<file path="src/hdl/hrd_map.svh">
`ifndef HRD_MAP_SVH
`define HRD_MAP_SVH
// register byte offsets
`define HRD_OFF_CTRL 8'h00
`define HRD_OFF_CFG 8'h04
`define HRD_OFF_RX_BUFFER_SIZE 8'h08
`define HRD_OFF_MAX_FRAME_LENGTH 8'h0C
`define HRD_OFF_DESC_BASE 8'h10
`define HRD_OFF_DESC_CNT 8'h14
`define HRD_OFF_STAT_BASE 8'h18
`define HRD_OFF_CMD_BASE 8'h1C
`define HRD_OFF_STATUS 8'h20
`define HRD_OFF_MISMATCH 8'h24
`define HRD_OFF_DISCARD 8'h28
// control register trigger bits
`define HRD_CTRL_IRQ_CLR 0
`define HRD_CTRL_CMD_REQ 1
// configuration fields
`define HRD_CFG_DMA_BLOCK_SIZE_SEL 0
`define HRD_CFG_BUFFER_CHAIN_ENABLE 1
`define HRD_CFG_SRCH_LO 2
// reset values
`define HRD_RST_RX_BUFFER_SIZE 15'h4000
`define HRD_RST_MAX_FRAME_LENGTH 15'h4000
`define HRD_RST_DESC_CNT 8'h04
// descriptor, command, search, status and block size encodings
`define HRD_DESC_FREE 8'h00
`define HRD_DESC_TAKEN 8'hFF
`define HRD_CMD_STOP_NIB 4'hF
`define HRD_SRCH_MATCH 2'h1
`define HRD_STAT_RX_OK 8'h01
`define HRD_STAT_TX_OK 8'h02
`define HRD_BLK_SMALL 4
`define HRD_BLK_LARGE 8
`endif

</file>
<file path="src/hdl/hrd_pkg.sv">
`default_nettype none
package hrd_pkg;
  typedef enum logic [2:0] {
    S_IDLE, S_DESC_RD, S_DESC_WR, S_DATA, S_STAT_WR, S_TXST_WR, S_CMD_RD
  } hrd_state_t;
  typedef logic [23:0] hrd_addr_t;
endpackage
`default_nettype wire

</file>
<file path="src/hdl/hrd_rx_dma.sv">
// Operation
// - receive data moves to memory in 4-byte blocks, or 8-byte blocks when selected
// - frames are dropped while no buffer is available; same descriptor keeps being read
// - pointed descriptor read; ready 00 means claim address, write FF, advance pointer
// - up to three buffer addresses are prefetched into an internal address FIFO
// - no released descriptor and empty address FIFO: next frame discarded, no search; the code still checks the address in mode 01 and counts a mismatch
// - at the end of a good frame the buffer address is popped and placed in the status word
// - in address search mode 01 mismatching frames are counted and never transferred
// - without chaining the buffer size, not max frame length, is the discard limit
// - next frame accumulates in receive FIFO and is moved once a threshold is reached
// - status written only for good-FCS frames, interrupt raised as the last step
// - receive work wins over transmit command work on the memory bus
// - abnormal frame data still goes out; its buffer address is reused
// - receive FIFO fill level is not visible to software
// - without chaining each buffer is up to 16 Kbytes from the descriptor address
// - transmit completion status written only after the FCS has been sent
// - command fetch stops at a command state byte with upper nibble F
// - command request bit makes the block raise its bus hold request
// - buffer addresses are low, middle, high bytes, low at the lower address
// - control bits trigger on one, ignore zero, and read back as zero
// - interrupt clears only by the clear control bit or a clear pin pulse
//
// The register addresses and the AXI4-Lite register port were left to the implementer.
`include "hrd_map.svh"
`default_nettype none
module hrd_rx_dma
  import hrd_pkg::*;
#(
  parameter int RXF_DEPTH = 128,
  parameter int AF_DEPTH = 3,
  parameter int STAT_ENTRIES = 16
) (
  // clock and reset
  input wire logic sys_clk,
  input wire logic rst,
  // axi4-lite register slave
  input wire logic [7:0] s_awaddr,
  input wire logic s_awvalid,
  output logic s_awready,
  input wire logic [31:0] s_wdata,
  input wire logic [3:0] s_wstrb,
  input wire logic s_wvalid,
  output logic s_wready,
  output logic [1:0] s_bresp,
  output logic s_bvalid,
  input wire logic s_bready,
  input wire logic [7:0] s_araddr,
  input wire logic s_arvalid,
  output logic s_arready,
  output logic [31:0] s_rdata,
  output logic [1:0] s_rresp,
  output logic s_rvalid,
  input wire logic s_rready,
  // received byte stream from the line side
  input wire logic rx_valid,
  input wire logic [7:0] rx_byte,
  input wire logic rx_first,
  input wire logic rx_last,
  input wire logic rx_fcs_ok,
  input wire logic rx_addr_match,
  // transmit side
  input wire logic tx_fcs_sent,
  output logic cmd_valid,
  output logic [31:0] cmd_word,
  // memory master, held while bus_hold_request is high
  output logic bus_hold_request,
  output logic mem_we,
  output logic [23:0] mem_addr,
  output logic [31:0] mem_wdata,
  output logic [3:0] mem_be,
  input wire logic [31:0] mem_rdata,
  input wire logic mem_ack,
  // interrupt
  input wire logic irq_clear_pin,
  output logic irq
);
  localparam int PW = $clog2(RXF_DEPTH);
  hrd_state_t state;
  // configuration
  logic dma_block_size_sel, buffer_chain_enable;
  logic [1:0] search_mode;
  logic [14:0] rx_buffer_size, max_frame_length;
  hrd_addr_t desc_base, stat_base, cmd_base;
  logic [7:0] descriptor_count, desc_ptr, stat_ptr, cmd_ptr;
  logic [15:0] mismatch_cnt, discard_cnt;
  logic overrun, cmd_pending, tx_done_pend;
  // axi slave
  logic aw_held, w_held;
  logic [7:0] aw_addr, ar_addr;
  logic [31:0] w_data;
  logic [3:0] w_strb;
  logic do_write, irq_clear_bit, command_request_bit;
  assign s_awready = !aw_held;
  assign s_wready = !w_held;
  assign do_write = aw_held && w_held && !s_bvalid;
  assign irq_clear_bit = do_write && aw_addr == `HRD_OFF_CTRL && w_strb[0]
    && w_data[`HRD_CTRL_IRQ_CLR];
  assign command_request_bit = do_write && aw_addr == `HRD_OFF_CTRL && w_strb[0]
    && w_data[`HRD_CTRL_CMD_REQ];
  assign s_arready = !s_rvalid;
  always_ff @(posedge sys_clk or posedge rst) begin
    if (rst) begin
      aw_held <= 1'b0;
      w_held <= 1'b0;
      aw_addr <= 8'h00;
      w_data <= 32'h0;
      w_strb <= 4'h0;
      s_bvalid <= 1'b0;
      s_bresp <= 2'h0;
    end else begin
      if (s_awvalid && s_awready) begin
        aw_held <= 1'b1;
        aw_addr <= s_awaddr;
      end
      if (s_wvalid && s_wready) begin
        w_held <= 1'b1;
        w_data <= s_wdata;
        w_strb <= s_wstrb;
      end
      if (do_write) begin
        aw_held <= 1'b0;
        w_held <= 1'b0;
        s_bvalid <= 1'b1;
        s_bresp <= (aw_addr > `HRD_OFF_CMD_BASE) ? 2'h3 : 2'h0;
      end else if (s_bready) begin
        s_bvalid <= 1'b0;
      end
    end
  end
  // configuration writes; the trigger register holds nothing
  always_ff @(posedge sys_clk or posedge rst) begin
    if (rst) begin
      dma_block_size_sel <= 1'b0;
      buffer_chain_enable <= 1'b0;
      search_mode <= 2'h0;
      rx_buffer_size <= `HRD_RST_RX_BUFFER_SIZE;
      max_frame_length <= `HRD_RST_MAX_FRAME_LENGTH;
      desc_base <= 24'h0;
      descriptor_count <= `HRD_RST_DESC_CNT;
      stat_base <= 24'h0;
      cmd_base <= 24'h0;
    end else if (do_write && w_strb[0]) begin
      case (aw_addr)
        `HRD_OFF_CFG: begin
          dma_block_size_sel <= w_data[`HRD_CFG_DMA_BLOCK_SIZE_SEL];
          buffer_chain_enable <= w_data[`HRD_CFG_BUFFER_CHAIN_ENABLE];
          search_mode <= w_data[`HRD_CFG_SRCH_LO+:2];
        end
        `HRD_OFF_RX_BUFFER_SIZE: rx_buffer_size <= w_data[14:0];
        `HRD_OFF_MAX_FRAME_LENGTH: max_frame_length <= w_data[14:0];
        `HRD_OFF_DESC_BASE: desc_base <= w_data[23:0];
        `HRD_OFF_DESC_CNT: descriptor_count <= w_data[7:0];
        `HRD_OFF_STAT_BASE: stat_base <= w_data[23:0];
        `HRD_OFF_CMD_BASE: cmd_base <= w_data[23:0];
        default: ;
      endcase
    end
  end
  // address fifo (prefetched buffer addresses)
  hrd_addr_t af_mem [AF_DEPTH];
  logic [1:0] af_rd, af_wr, af_cnt, inflight;
  // status readback; receive fifo level deliberately absent
  always_ff @(posedge sys_clk or posedge rst) begin
    if (rst) begin
      s_rvalid <= 1'b0;
      s_rdata <= 32'h0;
      s_rresp <= 2'h0;
      ar_addr <= 8'h00;
    end else if (s_arvalid && s_arready) begin
      s_rvalid <= 1'b1;
      ar_addr <= s_araddr;
      s_rresp <= 2'h0;
      case (s_araddr)
        `HRD_OFF_CTRL: s_rdata <= 32'h0;
        `HRD_OFF_CFG: s_rdata <= {28'h0, search_mode, buffer_chain_enable, dma_block_size_sel};
        `HRD_OFF_RX_BUFFER_SIZE: s_rdata <= {17'h0, rx_buffer_size};
        `HRD_OFF_MAX_FRAME_LENGTH: s_rdata <= {17'h0, max_frame_length};
        `HRD_OFF_DESC_BASE: s_rdata <= {8'h0, desc_base};
        `HRD_OFF_DESC_CNT: s_rdata <= {24'h0, descriptor_count};
        `HRD_OFF_STAT_BASE: s_rdata <= {8'h0, stat_base};
        `HRD_OFF_CMD_BASE: s_rdata <= {8'h0, cmd_base};
        `HRD_OFF_STATUS: s_rdata <= {desc_ptr, stat_ptr, 8'h0, cmd_pending, overrun, af_cnt,
          1'b0, irq, 2'h0};
        `HRD_OFF_MISMATCH: s_rdata <= {16'h0, mismatch_cnt};
        `HRD_OFF_DISCARD: s_rdata <= {16'h0, discard_cnt};
        default: begin
          s_rdata <= 32'h0;
          s_rresp <= 2'h3;
        end
      endcase
    end else if (s_rready) begin
      s_rvalid <= 1'b0;
    end
  end
  // receive fifo entries: {void, good, last, data}
  logic [10:0] rxf [RXF_DEPTH];
  logic [PW-1:0] rd_ptr, wr_ptr;
  logic [PW:0] rxf_cnt;
  logic [7:0] done_frames;
  logic rx_skip, rx_trunc;
  logic [14:0] rx_len, frame_off;
  logic [14:0] len_limit;
  logic accept_frame, push_data, push_term;
  assign len_limit = buffer_chain_enable ? max_frame_length : rx_buffer_size;
  // a frame needs an address that no queued frame already counts on
  assign accept_frame = af_cnt > inflight
    && !(search_mode == `HRD_SRCH_MATCH && !rx_addr_match);
  logic in_frame;
  assign in_frame = rx_first ? accept_frame : !rx_skip;
  // one slot always stays free for the frame terminator
  assign push_data = rx_valid && in_frame && !(rx_trunc && !rx_first)
    && (rx_first || rx_len < len_limit) && rxf_cnt < (PW+1)'(RXF_DEPTH - 1);
  assign push_term = rx_valid && rx_last && in_frame && rxf_cnt < (PW+1)'(RXF_DEPTH);
  logic term_void, term_good;
  assign term_void = !push_data;
  assign term_good = rx_fcs_ok && push_data && !(rx_trunc && !rx_first);
  always_ff @(posedge sys_clk or posedge rst) begin
    if (rst) begin
      rx_skip <= 1'b1;
      rx_trunc <= 1'b0;
      rx_len <= 15'h0;
      wr_ptr <= '0;
      overrun <= 1'b0;
      mismatch_cnt <= 16'h0;
      discard_cnt <= 16'h0;
    end else if (rx_valid) begin
      if (rx_first) begin
        rx_skip <= !accept_frame;
        rx_trunc <= 1'b0;
        rx_len <= 15'h1;
        if (search_mode == `HRD_SRCH_MATCH && !rx_addr_match)
          mismatch_cnt <= mismatch_cnt + 16'h1;
        else if (!accept_frame)
          discard_cnt <= discard_cnt + 16'h1;
      end else if (!rx_skip) begin
        rx_len <= rx_len + 15'h1;
      end
      if (in_frame && !push_data) begin
        rx_trunc <= 1'b1; // over-length or fifo full: abnormal frame
        if (rxf_cnt >= (PW+1)'(RXF_DEPTH - 1))
          overrun <= 1'b1;
      end
      if (push_data || push_term)
        wr_ptr <= wr_ptr + 1'b1;
      if (rx_last)
        rx_skip <= 1'b1;
    end
  end
  always_ff @(posedge sys_clk) begin
    if (push_data || push_term)
      rxf[wr_ptr] <= {term_void && push_term, term_good && push_term,
        rx_last && push_term, rx_byte};
  end
  // beat assembly, up to 4 bytes stopping at the frame end
  logic [2:0] beat_n;
  logic beat_end, beat_void, beat_good;
  logic [31:0] beat_data;
  logic [3:0] beat_be;
  always_comb begin
    logic stop;
    logic [10:0] e;
    stop = 1'b0;
    e = 11'h0;
    beat_n = 3'h0;
    beat_end = 1'b0;
    beat_void = 1'b0;
    beat_good = 1'b0;
    beat_data = 32'h0;
    beat_be = 4'h0;
    for (int i = 0; i < 4; i++) begin
      e = rxf[rd_ptr + PW'(i)];
      if (!stop && (PW+1)'(i) < rxf_cnt) begin
        if (!e[10]) begin
          beat_data[8*i+:8] = e[7:0];
          beat_be[i] = 1'b1;
          beat_n = beat_n + 3'h1;
        end
        if (e[8]) begin
          beat_end = 1'b1;
          beat_void = e[10];
          beat_good = e[9];
          stop = 1'b1;
        end
      end
    end
  end
  logic [3:0] blk_bytes;
  logic rx_work, beat_second, op_done;
  assign blk_bytes = dma_block_size_sel ? 4'(`HRD_BLK_LARGE) : 4'(`HRD_BLK_SMALL);
  // move once a whole block is waiting, or a frame has ended
  assign rx_work = rxf_cnt >= (PW+1)'(blk_bytes) || done_frames != 8'h0;
  assign op_done = mem_ack || (state == S_DATA && beat_n == 3'h0);
  logic [2:0] consumed;
  assign consumed = beat_n + {2'b0, beat_void};
  logic frame_fin;
  assign frame_fin = state == S_DATA && op_done && beat_end && !(beat_good && !beat_void)
    || state == S_STAT_WR && mem_ack;
  // memory sequencer, receive first
  always_ff @(posedge sys_clk or posedge rst) begin
    if (rst) begin
      state <= S_IDLE;
      beat_second <= 1'b0;
      rd_ptr <= '0;
      frame_off <= 15'h0;
      desc_ptr <= 8'h0;
      stat_ptr <= 8'h0;
      cmd_ptr <= 8'h0;
      af_wr <= 2'h0;
      af_rd <= 2'h0;
      cmd_pending <= 1'b0;
      tx_done_pend <= 1'b0;
      cmd_valid <= 1'b0;
      cmd_word <= 32'h0;
    end else begin
      cmd_valid <= 1'b0;
      if (command_request_bit)
        cmd_pending <= 1'b1;
      if (tx_fcs_sent)
        tx_done_pend <= 1'b1;
      case (state)
        S_IDLE: begin
          beat_second <= 1'b0;
          if (rx_work)
            state <= S_DATA;
          else if (tx_done_pend)
            state <= S_TXST_WR;
          else if (cmd_pending)
            state <= S_CMD_RD;
          else if (af_cnt < 2'(AF_DEPTH))
            state <= S_DESC_RD;
        end
        S_DESC_RD: if (mem_ack) begin
          // unreleased entry: stay on it and poll again later
          if (mem_rdata[7:0] == `HRD_DESC_FREE) begin
            af_mem[af_wr] <= mem_rdata[31:8];
            af_wr <= (af_wr == 2'(AF_DEPTH - 1)) ? 2'h0 : af_wr + 2'h1;
            state <= S_DESC_WR;
          end else begin
            state <= S_IDLE;
          end
        end
        S_DESC_WR: if (mem_ack) begin
          desc_ptr <= (desc_ptr + 8'h1 >= descriptor_count) ? 8'h0 : desc_ptr + 8'h1;
          state <= S_IDLE;
        end
        S_DATA: if (op_done) begin
          rd_ptr <= rd_ptr + PW'(consumed);
          frame_off <= frame_off + 15'(beat_n);
          beat_second <= 1'b1;
          if (beat_end) begin
            frame_off <= 15'h0;
            state <= (beat_good && !beat_void) ? S_STAT_WR : S_IDLE;
          end else if (!dma_block_size_sel || beat_second) begin
            state <= S_IDLE;
          end
        end
        S_STAT_WR: if (mem_ack) begin
          af_rd <= (af_rd == 2'(AF_DEPTH - 1)) ? 2'h0 : af_rd + 2'h1;
          stat_ptr <= (stat_ptr == 8'(STAT_ENTRIES - 1)) ? 8'h0 : stat_ptr + 8'h1;
          state <= S_IDLE;
        end
        S_TXST_WR: if (mem_ack) begin
          tx_done_pend <= tx_fcs_sent;
          stat_ptr <= (stat_ptr == 8'(STAT_ENTRIES - 1)) ? 8'h0 : stat_ptr + 8'h1;
          state <= S_IDLE;
        end
        S_CMD_RD: if (mem_ack) begin
          if (mem_rdata[7:4] == `HRD_CMD_STOP_NIB) begin
            cmd_pending <= command_request_bit;
          end else begin
            cmd_valid <= 1'b1;
            cmd_word <= mem_rdata;
            cmd_ptr <= cmd_ptr + 8'h1;
          end
          state <= S_IDLE;
        end
        default: state <= S_IDLE;
      endcase
    end
  end
  // fifo occupancy bookkeeping
  always_ff @(posedge sys_clk or posedge rst) begin
    if (rst) begin
      rxf_cnt <= '0;
      done_frames <= 8'h0;
      inflight <= 2'h0;
      af_cnt <= 2'h0;
    end else begin
      rxf_cnt <= rxf_cnt + (PW+1)'(push_data || push_term)
        - ((state == S_DATA && op_done) ? (PW+1)'(consumed) : '0);
      done_frames <= done_frames + 8'(push_term)
        - 8'(state == S_DATA && op_done && beat_end);
      inflight <= inflight + 2'(rx_valid && rx_first && accept_frame) - 2'(frame_fin);
      af_cnt <= af_cnt + 2'(state == S_DESC_RD && mem_ack && mem_rdata[7:0] == `HRD_DESC_FREE)
        - 2'(state == S_STAT_WR && mem_ack);
    end
  end
  // memory request drive
  always_comb begin
    bus_hold_request = state != S_IDLE && !(state == S_DATA && beat_n == 3'h0);
    mem_we = 1'b1;
    mem_be = 4'hF;
    mem_wdata = 32'h0;
    mem_addr = 24'h0;
    case (state)
      S_DESC_RD: begin
        mem_we = 1'b0;
        mem_addr = desc_base + {14'h0, desc_ptr, 2'h0};
      end
      S_DESC_WR: begin
        mem_be = 4'h1;
        mem_wdata = {24'h0, `HRD_DESC_TAKEN};
        mem_addr = desc_base + {14'h0, desc_ptr, 2'h0};
      end
      S_DATA: begin
        mem_be = beat_be;
        mem_wdata = beat_data;
        mem_addr = af_mem[af_rd] + {9'h0, frame_off};
      end
      S_STAT_WR: begin
        mem_wdata = {af_mem[af_rd], `HRD_STAT_RX_OK};
        mem_addr = stat_base + {14'h0, stat_ptr, 2'h0};
      end
      S_TXST_WR: begin
        mem_wdata = {24'h0, `HRD_STAT_TX_OK};
        mem_addr = stat_base + {14'h0, stat_ptr, 2'h0};
      end
      S_CMD_RD: begin
        mem_we = 1'b0;
        mem_addr = cmd_base + {14'h0, cmd_ptr, 2'h0};
      end
      default: mem_we = 1'b0;
    endcase
  end
  // interrupt: set on receive status, set beats clear
  always_ff @(posedge sys_clk or posedge rst) begin
    if (rst)
      irq <= 1'b0;
    else if (state == S_STAT_WR && mem_ack)
      irq <= 1'b1;
    else if (irq_clear_bit || irq_clear_pin)
      irq <= 1'b0;
  end
  // checks
  irq_after_stat_a: assert property (@(posedge sys_clk) disable iff (rst)
    state == S_STAT_WR && mem_ack |=> irq) else $error("irq not raised");
  irq_hold_a: assert property (@(posedge sys_clk) disable iff (rst)
    irq && !irq_clear_bit && !irq_clear_pin |=> irq) else $error("irq dropped");
  ctrl_zero_a: assert property (@(posedge sys_clk) disable iff (rst)
    s_rvalid && ar_addr == `HRD_OFF_CTRL |-> s_rdata == 32'h0)
    else $error("control readback");
  desc_claim_a: assert property (@(posedge sys_clk) disable iff (rst)
    state == S_DESC_RD && mem_ack && mem_rdata[7:0] == 8'h00 |=>
    state == S_DESC_WR && mem_be == 4'h1 && mem_wdata[7:0] == 8'hFF)
    else $error("claim write");
  desc_keep_a: assert property (@(posedge sys_clk) disable iff (rst)
    state == S_DESC_RD && mem_ack && mem_rdata[7:0] != 8'h00 |=>
    $stable(desc_ptr) && $stable(af_cnt)) else $error("descriptor skipped");
  ptr_wrap_a: assert property (@(posedge sys_clk) disable iff (rst)
    state == S_DESC_WR && mem_ack && desc_ptr + 8'h1 >= descriptor_count |=> desc_ptr == 8'h0)
    else $error("pointer wrap");
  cmd_stop_a: assert property (@(posedge sys_clk) disable iff (rst)
    state == S_CMD_RD && mem_ack && mem_rdata[7:4] == 4'hF && !command_request_bit |=>
    !cmd_pending && !cmd_valid) else $error("fetch not stopped");
  rx_first_a: assert property (@(posedge sys_clk) disable iff (rst)
    state == S_IDLE && rx_work |=> state == S_DATA) else $error("rx not first");
  blk_size_a: assert property (@(posedge sys_clk) disable iff (rst)
    state == S_DATA && op_done && !beat_end |-> beat_n == 3'h4 ##1
    (dma_block_size_sel && !$past(beat_second) ? state == S_DATA : state == S_IDLE))
    else $error("block size");
  mismatch_a: assert property (@(posedge sys_clk) disable iff (rst)
    rx_valid && rx_first && search_mode == 2'h1 && !rx_addr_match |=>
    mismatch_cnt == $past(mismatch_cnt) + 16'h1 && rx_skip) else $error("mismatch");
  // a full address fifo must never start another descriptor fetch
  af_bound_a: assert property (@(posedge sys_clk) disable iff (rst)
    af_cnt == 2'(AF_DEPTH) |-> state != S_DESC_RD)
    else $error("address fifo overflow");
  cv_good_frame: cover property (@(posedge sys_clk) state == S_STAT_WR && mem_ack);
  cv_bad_frame: cover property (@(posedge sys_clk)
    state == S_DATA && op_done && beat_end && !beat_good);
  cv_discard: cover property (@(posedge sys_clk) rx_valid && rx_first && !accept_frame);
  cv_cmd: cover property (@(posedge sys_clk) cmd_valid);
endmodule // hrd_rx_dma
`default_nettype wire

</file>
<file path="config.mk">
export PLATFORM = sky130hd
export DESIGN_NAME = hrd_rx_dma
export DESIGN_NICKNAME = d
export VERILOG_FILES = /design/src/hdl/hrd_pkg.sv /design/src/hdl/hrd_rx_dma.sv
export VERILOG_INCLUDE_DIRS = /design/src /design/src/hdl
export SDC_FILE = /design/constraint.sdc
export NUM_CORES = 2
export LEC_CHECK = 0
export BUFFER_PORTS_ARGS = -buffer_cell sky130_fd_sc_hd__buf_2
export CELL_PAD_IN_SITES_DETAIL_PLACEMENT = 0
export CELL_PAD_IN_SITES_GLOBAL_PLACEMENT = 1
export CORE_AREA = 3 3 434 479
export DETAILED_ROUTE_END_ITERATION = 10
export DIE_AREA = 0 0 437 482
export PLACE_DENSITY_LB_ADDON = 0.1
export REMOVE_ABC_BUFFERS = 1
export SYNTH_ARGS = -nofsm -noshare
export SYNTH_HDL_FRONTEND = slang
export SYNTH_SLANG_ARGS = --single-unit
export TNS_END_PERCENT = 20
</file>
<file path="constraint.sdc">
create_clock -name sys_clk -period 34.6 [get_ports sys_clk]
set_clock_uncertainty 0.2 [all_clocks]
set_input_delay 1.73 -clock sys_clk [delete_from_list [all_inputs] [get_ports sys_clk]]
set_output_delay 1.73 -clock sys_clk [all_outputs]
set_load 0.005 [all_outputs]
</file>
==> results.toml <==
[run_status]
run_status = "finished clean"

[cells_and_area]
layout_commonest_cell = "mux4_2"
synthToLayoutAreaGrowth_pct = 9.770
nets = 7083
drive_gt1_share_pct = 38.94
final_cell_mix = "mux4_2 (1674), edfxtp_1 (1480), nand2_1 (529)"

[pwr]
p_sw_share_pct = 44.33
seqPwrFrac_pct = 21.5
clkPwrFrac_pct = 18.0
p_total_mw = 12.28
power_density_nw_per_um2 = 100.2
p_switching_mw = 5.443
comb_power_share_pct = 60.5
p_int_mw = 6.835
p_leak_nw = 41.53
vdd_drop_max_mv = 0.2540

[drt]
wl_per_cell_um = 39.84
routed_wl_mm = 388.7
first_pass_iters = 8
vias_per_cell = 7.608
drt-initial-drc-count = 11260
dr_total_vias = 74230
ant_nets = 0
drcViolationCount = 0

[clocking]
post-cts-setup-buffers = 0
cts-buffers-inserted = 197
clock_latency_ns = 0.89
clkSlewWorstSetupHoldPaths_ns = 0.06
cts_hold_buffers = 0
numClockSinks = 1832
clock_path_buffers = 3
cts_tree = "built"
cts_root_buf = "clkbuf_16"
cts_max_level = 4
cts_resized = 0

[placement]
portBuffers = 232
dp_hpwl_mm = 263.7
place.gp.congestion = 1.010

[sta]
setup_viol = 0
clock.fmax_mhz = 89.49
fin_setup_tns_ns = 0
hold_ws_ns = 0.2686
post-route-min-period_ns = 11.17
rsz0062_at_grt = "no"
worstMarginPinSlew_ns = 1.332
relSlewSlack_pct = 11.12
hold_violations = 0
drv_slew = 0
fin_crit_sh_pct = 32.29

[global_routing]
antenna_found_initial = 24
grt_pass1_wl_mm = 548.7
grt_pass1_vias = 71610
grt_overflow = 0
grt_max_degree = 157
grt.total_usage_pct = 37.12

[logic_synthesis]
synth_edf_count = 1480
netlist_area_um2 = 111600
synthFlopType = "edfxtp_1"
ys_types = 91
ys_seq_elements = 1832
ys_seq_area_share_pct = 47.73
async_reset_ff_share_pct = 19.21
syn_area_per_cell_um2 = 16.52
synthCells = 6755
ys_warn_count = 0

[die]
io_pins = 244
core_um2 = 203800
die_h_um = 482
rows = 174
die-area_um2 = 210600
start_util_pct = 54.76
dieWidth_um = 437

[hold_path]
hold_path.class = "register to register"
hold_start = "s_rdata[23]$_DFFE_PP0P_"

[worst_setup_path]
r2r_slack_ns = 23.55
endpoint_kind = "output port"
startpoint = "rd_ptr[2]$_DFFE_PP0N_"
worstSetupStartpointType = "register"
required_ns = 32.67
r2r-start = "rd_ptr[2]$_DFFE_PP0N_"
path_class = "register to output port"
cp_max_fo = 137
crit_arrival_ns = 9.24

[run]
maxCapViolCount = 0
synth_stat cells (all sizes together), types with 17 or more instances:
| master | count | share of area (%) |
|---|---|---|
| mux2i | 216 | 1.9 |
| mux4 | 1680 | 34 |
| nand2 | 531 | 1.8 |
| a221oi | 17 | 0.13 |
| buf | 342 | 1.8 |
| mux2 | 167 | 1.7 |
| a31oi | 39 | 0.22 |
| a21oi | 156 | 0.70 |
| nand3 | 148 | 0.66 |
| edfxtp | 1480 | 40 |
| and3 | 55 | 0.31 |
| o21bai | 20 | 0.13 |
| nand4 | 44 | 0.25 |
| clkbuf | 216 | 0.73 |
| nor2 | 291 | 0.98 |
| ha | 120 | 1.3 |
| a311oi | 21 | 0.16 |
| nor2b | 30 | 0.17 |
| dfrtp | 348 | 7.8 |
| xor2 | 59 | 0.46 |
| a22oi | 18 | 0.12 |
| o21ai | 132 | 0.59 |
| inv | 97 | 0.33 |
| nand2b | 17 | 0.095 |
| a21o | 38 | 0.26 |
| nor3 | 29 | 0.13 |
| xnor2 | 119 | 0.95 |
| o22ai | 25 | 0.14 |
| o221ai | 50 | 0.39 |
path summary, 6_finish.rpt:
check                                      endpoint  depth (start not counted)
max in group asynchronous  stat_base[6]$_DFFE_PP0P_                          4
max reg2reg                done_frames[7]$_DFF_PP0_                         27
max                                bus_hold_request                         17
min reg2reg                 s_rdata[23]$_DFFE_PP0P_                          1
min in group asynchronous  cmd_word[26]$_DFFE_PP0P_                          2
min                         s_rdata[23]$_DFFE_PP0P_                          1
area by class of cell:
cell class	instances	area (um2)
well taps	2728	3413
flip-flops and latches	1832	53270
clock buffers	235	5280
clock inverters	135	1493
repair buffers	452	2995
multi-input cells	4267	55630
fillers	15270	81290
diodes	10	25.02
inverters	98	385.4
metal layers:
metal / part of all wire (%) / global-route usage, % / wire (um) / up-vias
met4: 8.0 / 24.08 / 31260 / 8
li1: - / - / - / 28780
met3: 12 / 9.944 / 46760 / 1062
met1: 33 / 46.76 / 129400 / 38860
met2: 47 / 57.46 / 181300 / 5524
met5: 0.012 / 0 / 46 / -
worst max-delay path, stage by stage (launching register included):
cell and delay [ns]:
dfrtp_4 0.74, buf_12 0.67, xor2_4 1.00, buf_12 0.69, buf_4 1.04, mux4_2 0.47, mux4_2 0.48, mux2i_1 0.37
mux4_2 0.46, ha_1 0.28, o2bb2ai_1 0.17, ha_1 0.35, mux2_2 0.28, ha_1 0.26, or3_1 0.41, mux2i_1 0.18
a21oi_1 0.09, buf_2 0.17
power groups by stage:
stage               logic, mW  registers (mW)  clock network (mW)
global placement         7.21            2.68                   0
global route             7.68            2.65                2.32
floorplan                8.65            3.02                   0
detailed placement       7.24            2.68                   0
finish                   7.43            2.64                2.21
CTS                      7.27            2.64                2.23
metrics by stage:
stage	setup WS (ns)	instance area [um2]	util, %	cells
detailed placement	23.53	115700	56.77	9377
finish	23.43	122500	60.11	9757
floorplan	-87.44	108800	-	6197
global placement	23.57	115700	56.77	9377
global route	23.12	122500	60.10	9748
CTS	23.46	122500	60.09	9747
registers in the layout, summed over array words and instances, names as in the netlist, 24 cells and up:
name	cells
cmd_word	32
stat_base	24
rxf	1408
cmd_base	24
w_data	24
desc_base	24
s_rdata	32
af_mem	72
cell families after synthesis:
family | Yosys count | synth area share [%]
AO/OA/AOI/OAI | 662 | 4.015
AND/OR/NAND/NOR | 1236 | 4.974
adder cells (fa/ha/maj) | 128 | 1.489
XOR/XNOR | 178 | 1.411
flip-flops | 1832 | 47.73
multiplexers | 2063 | 37.55
buffers and inverters | 656 | 2.835
Note: power is estimated with default switching activity, not from simulation.
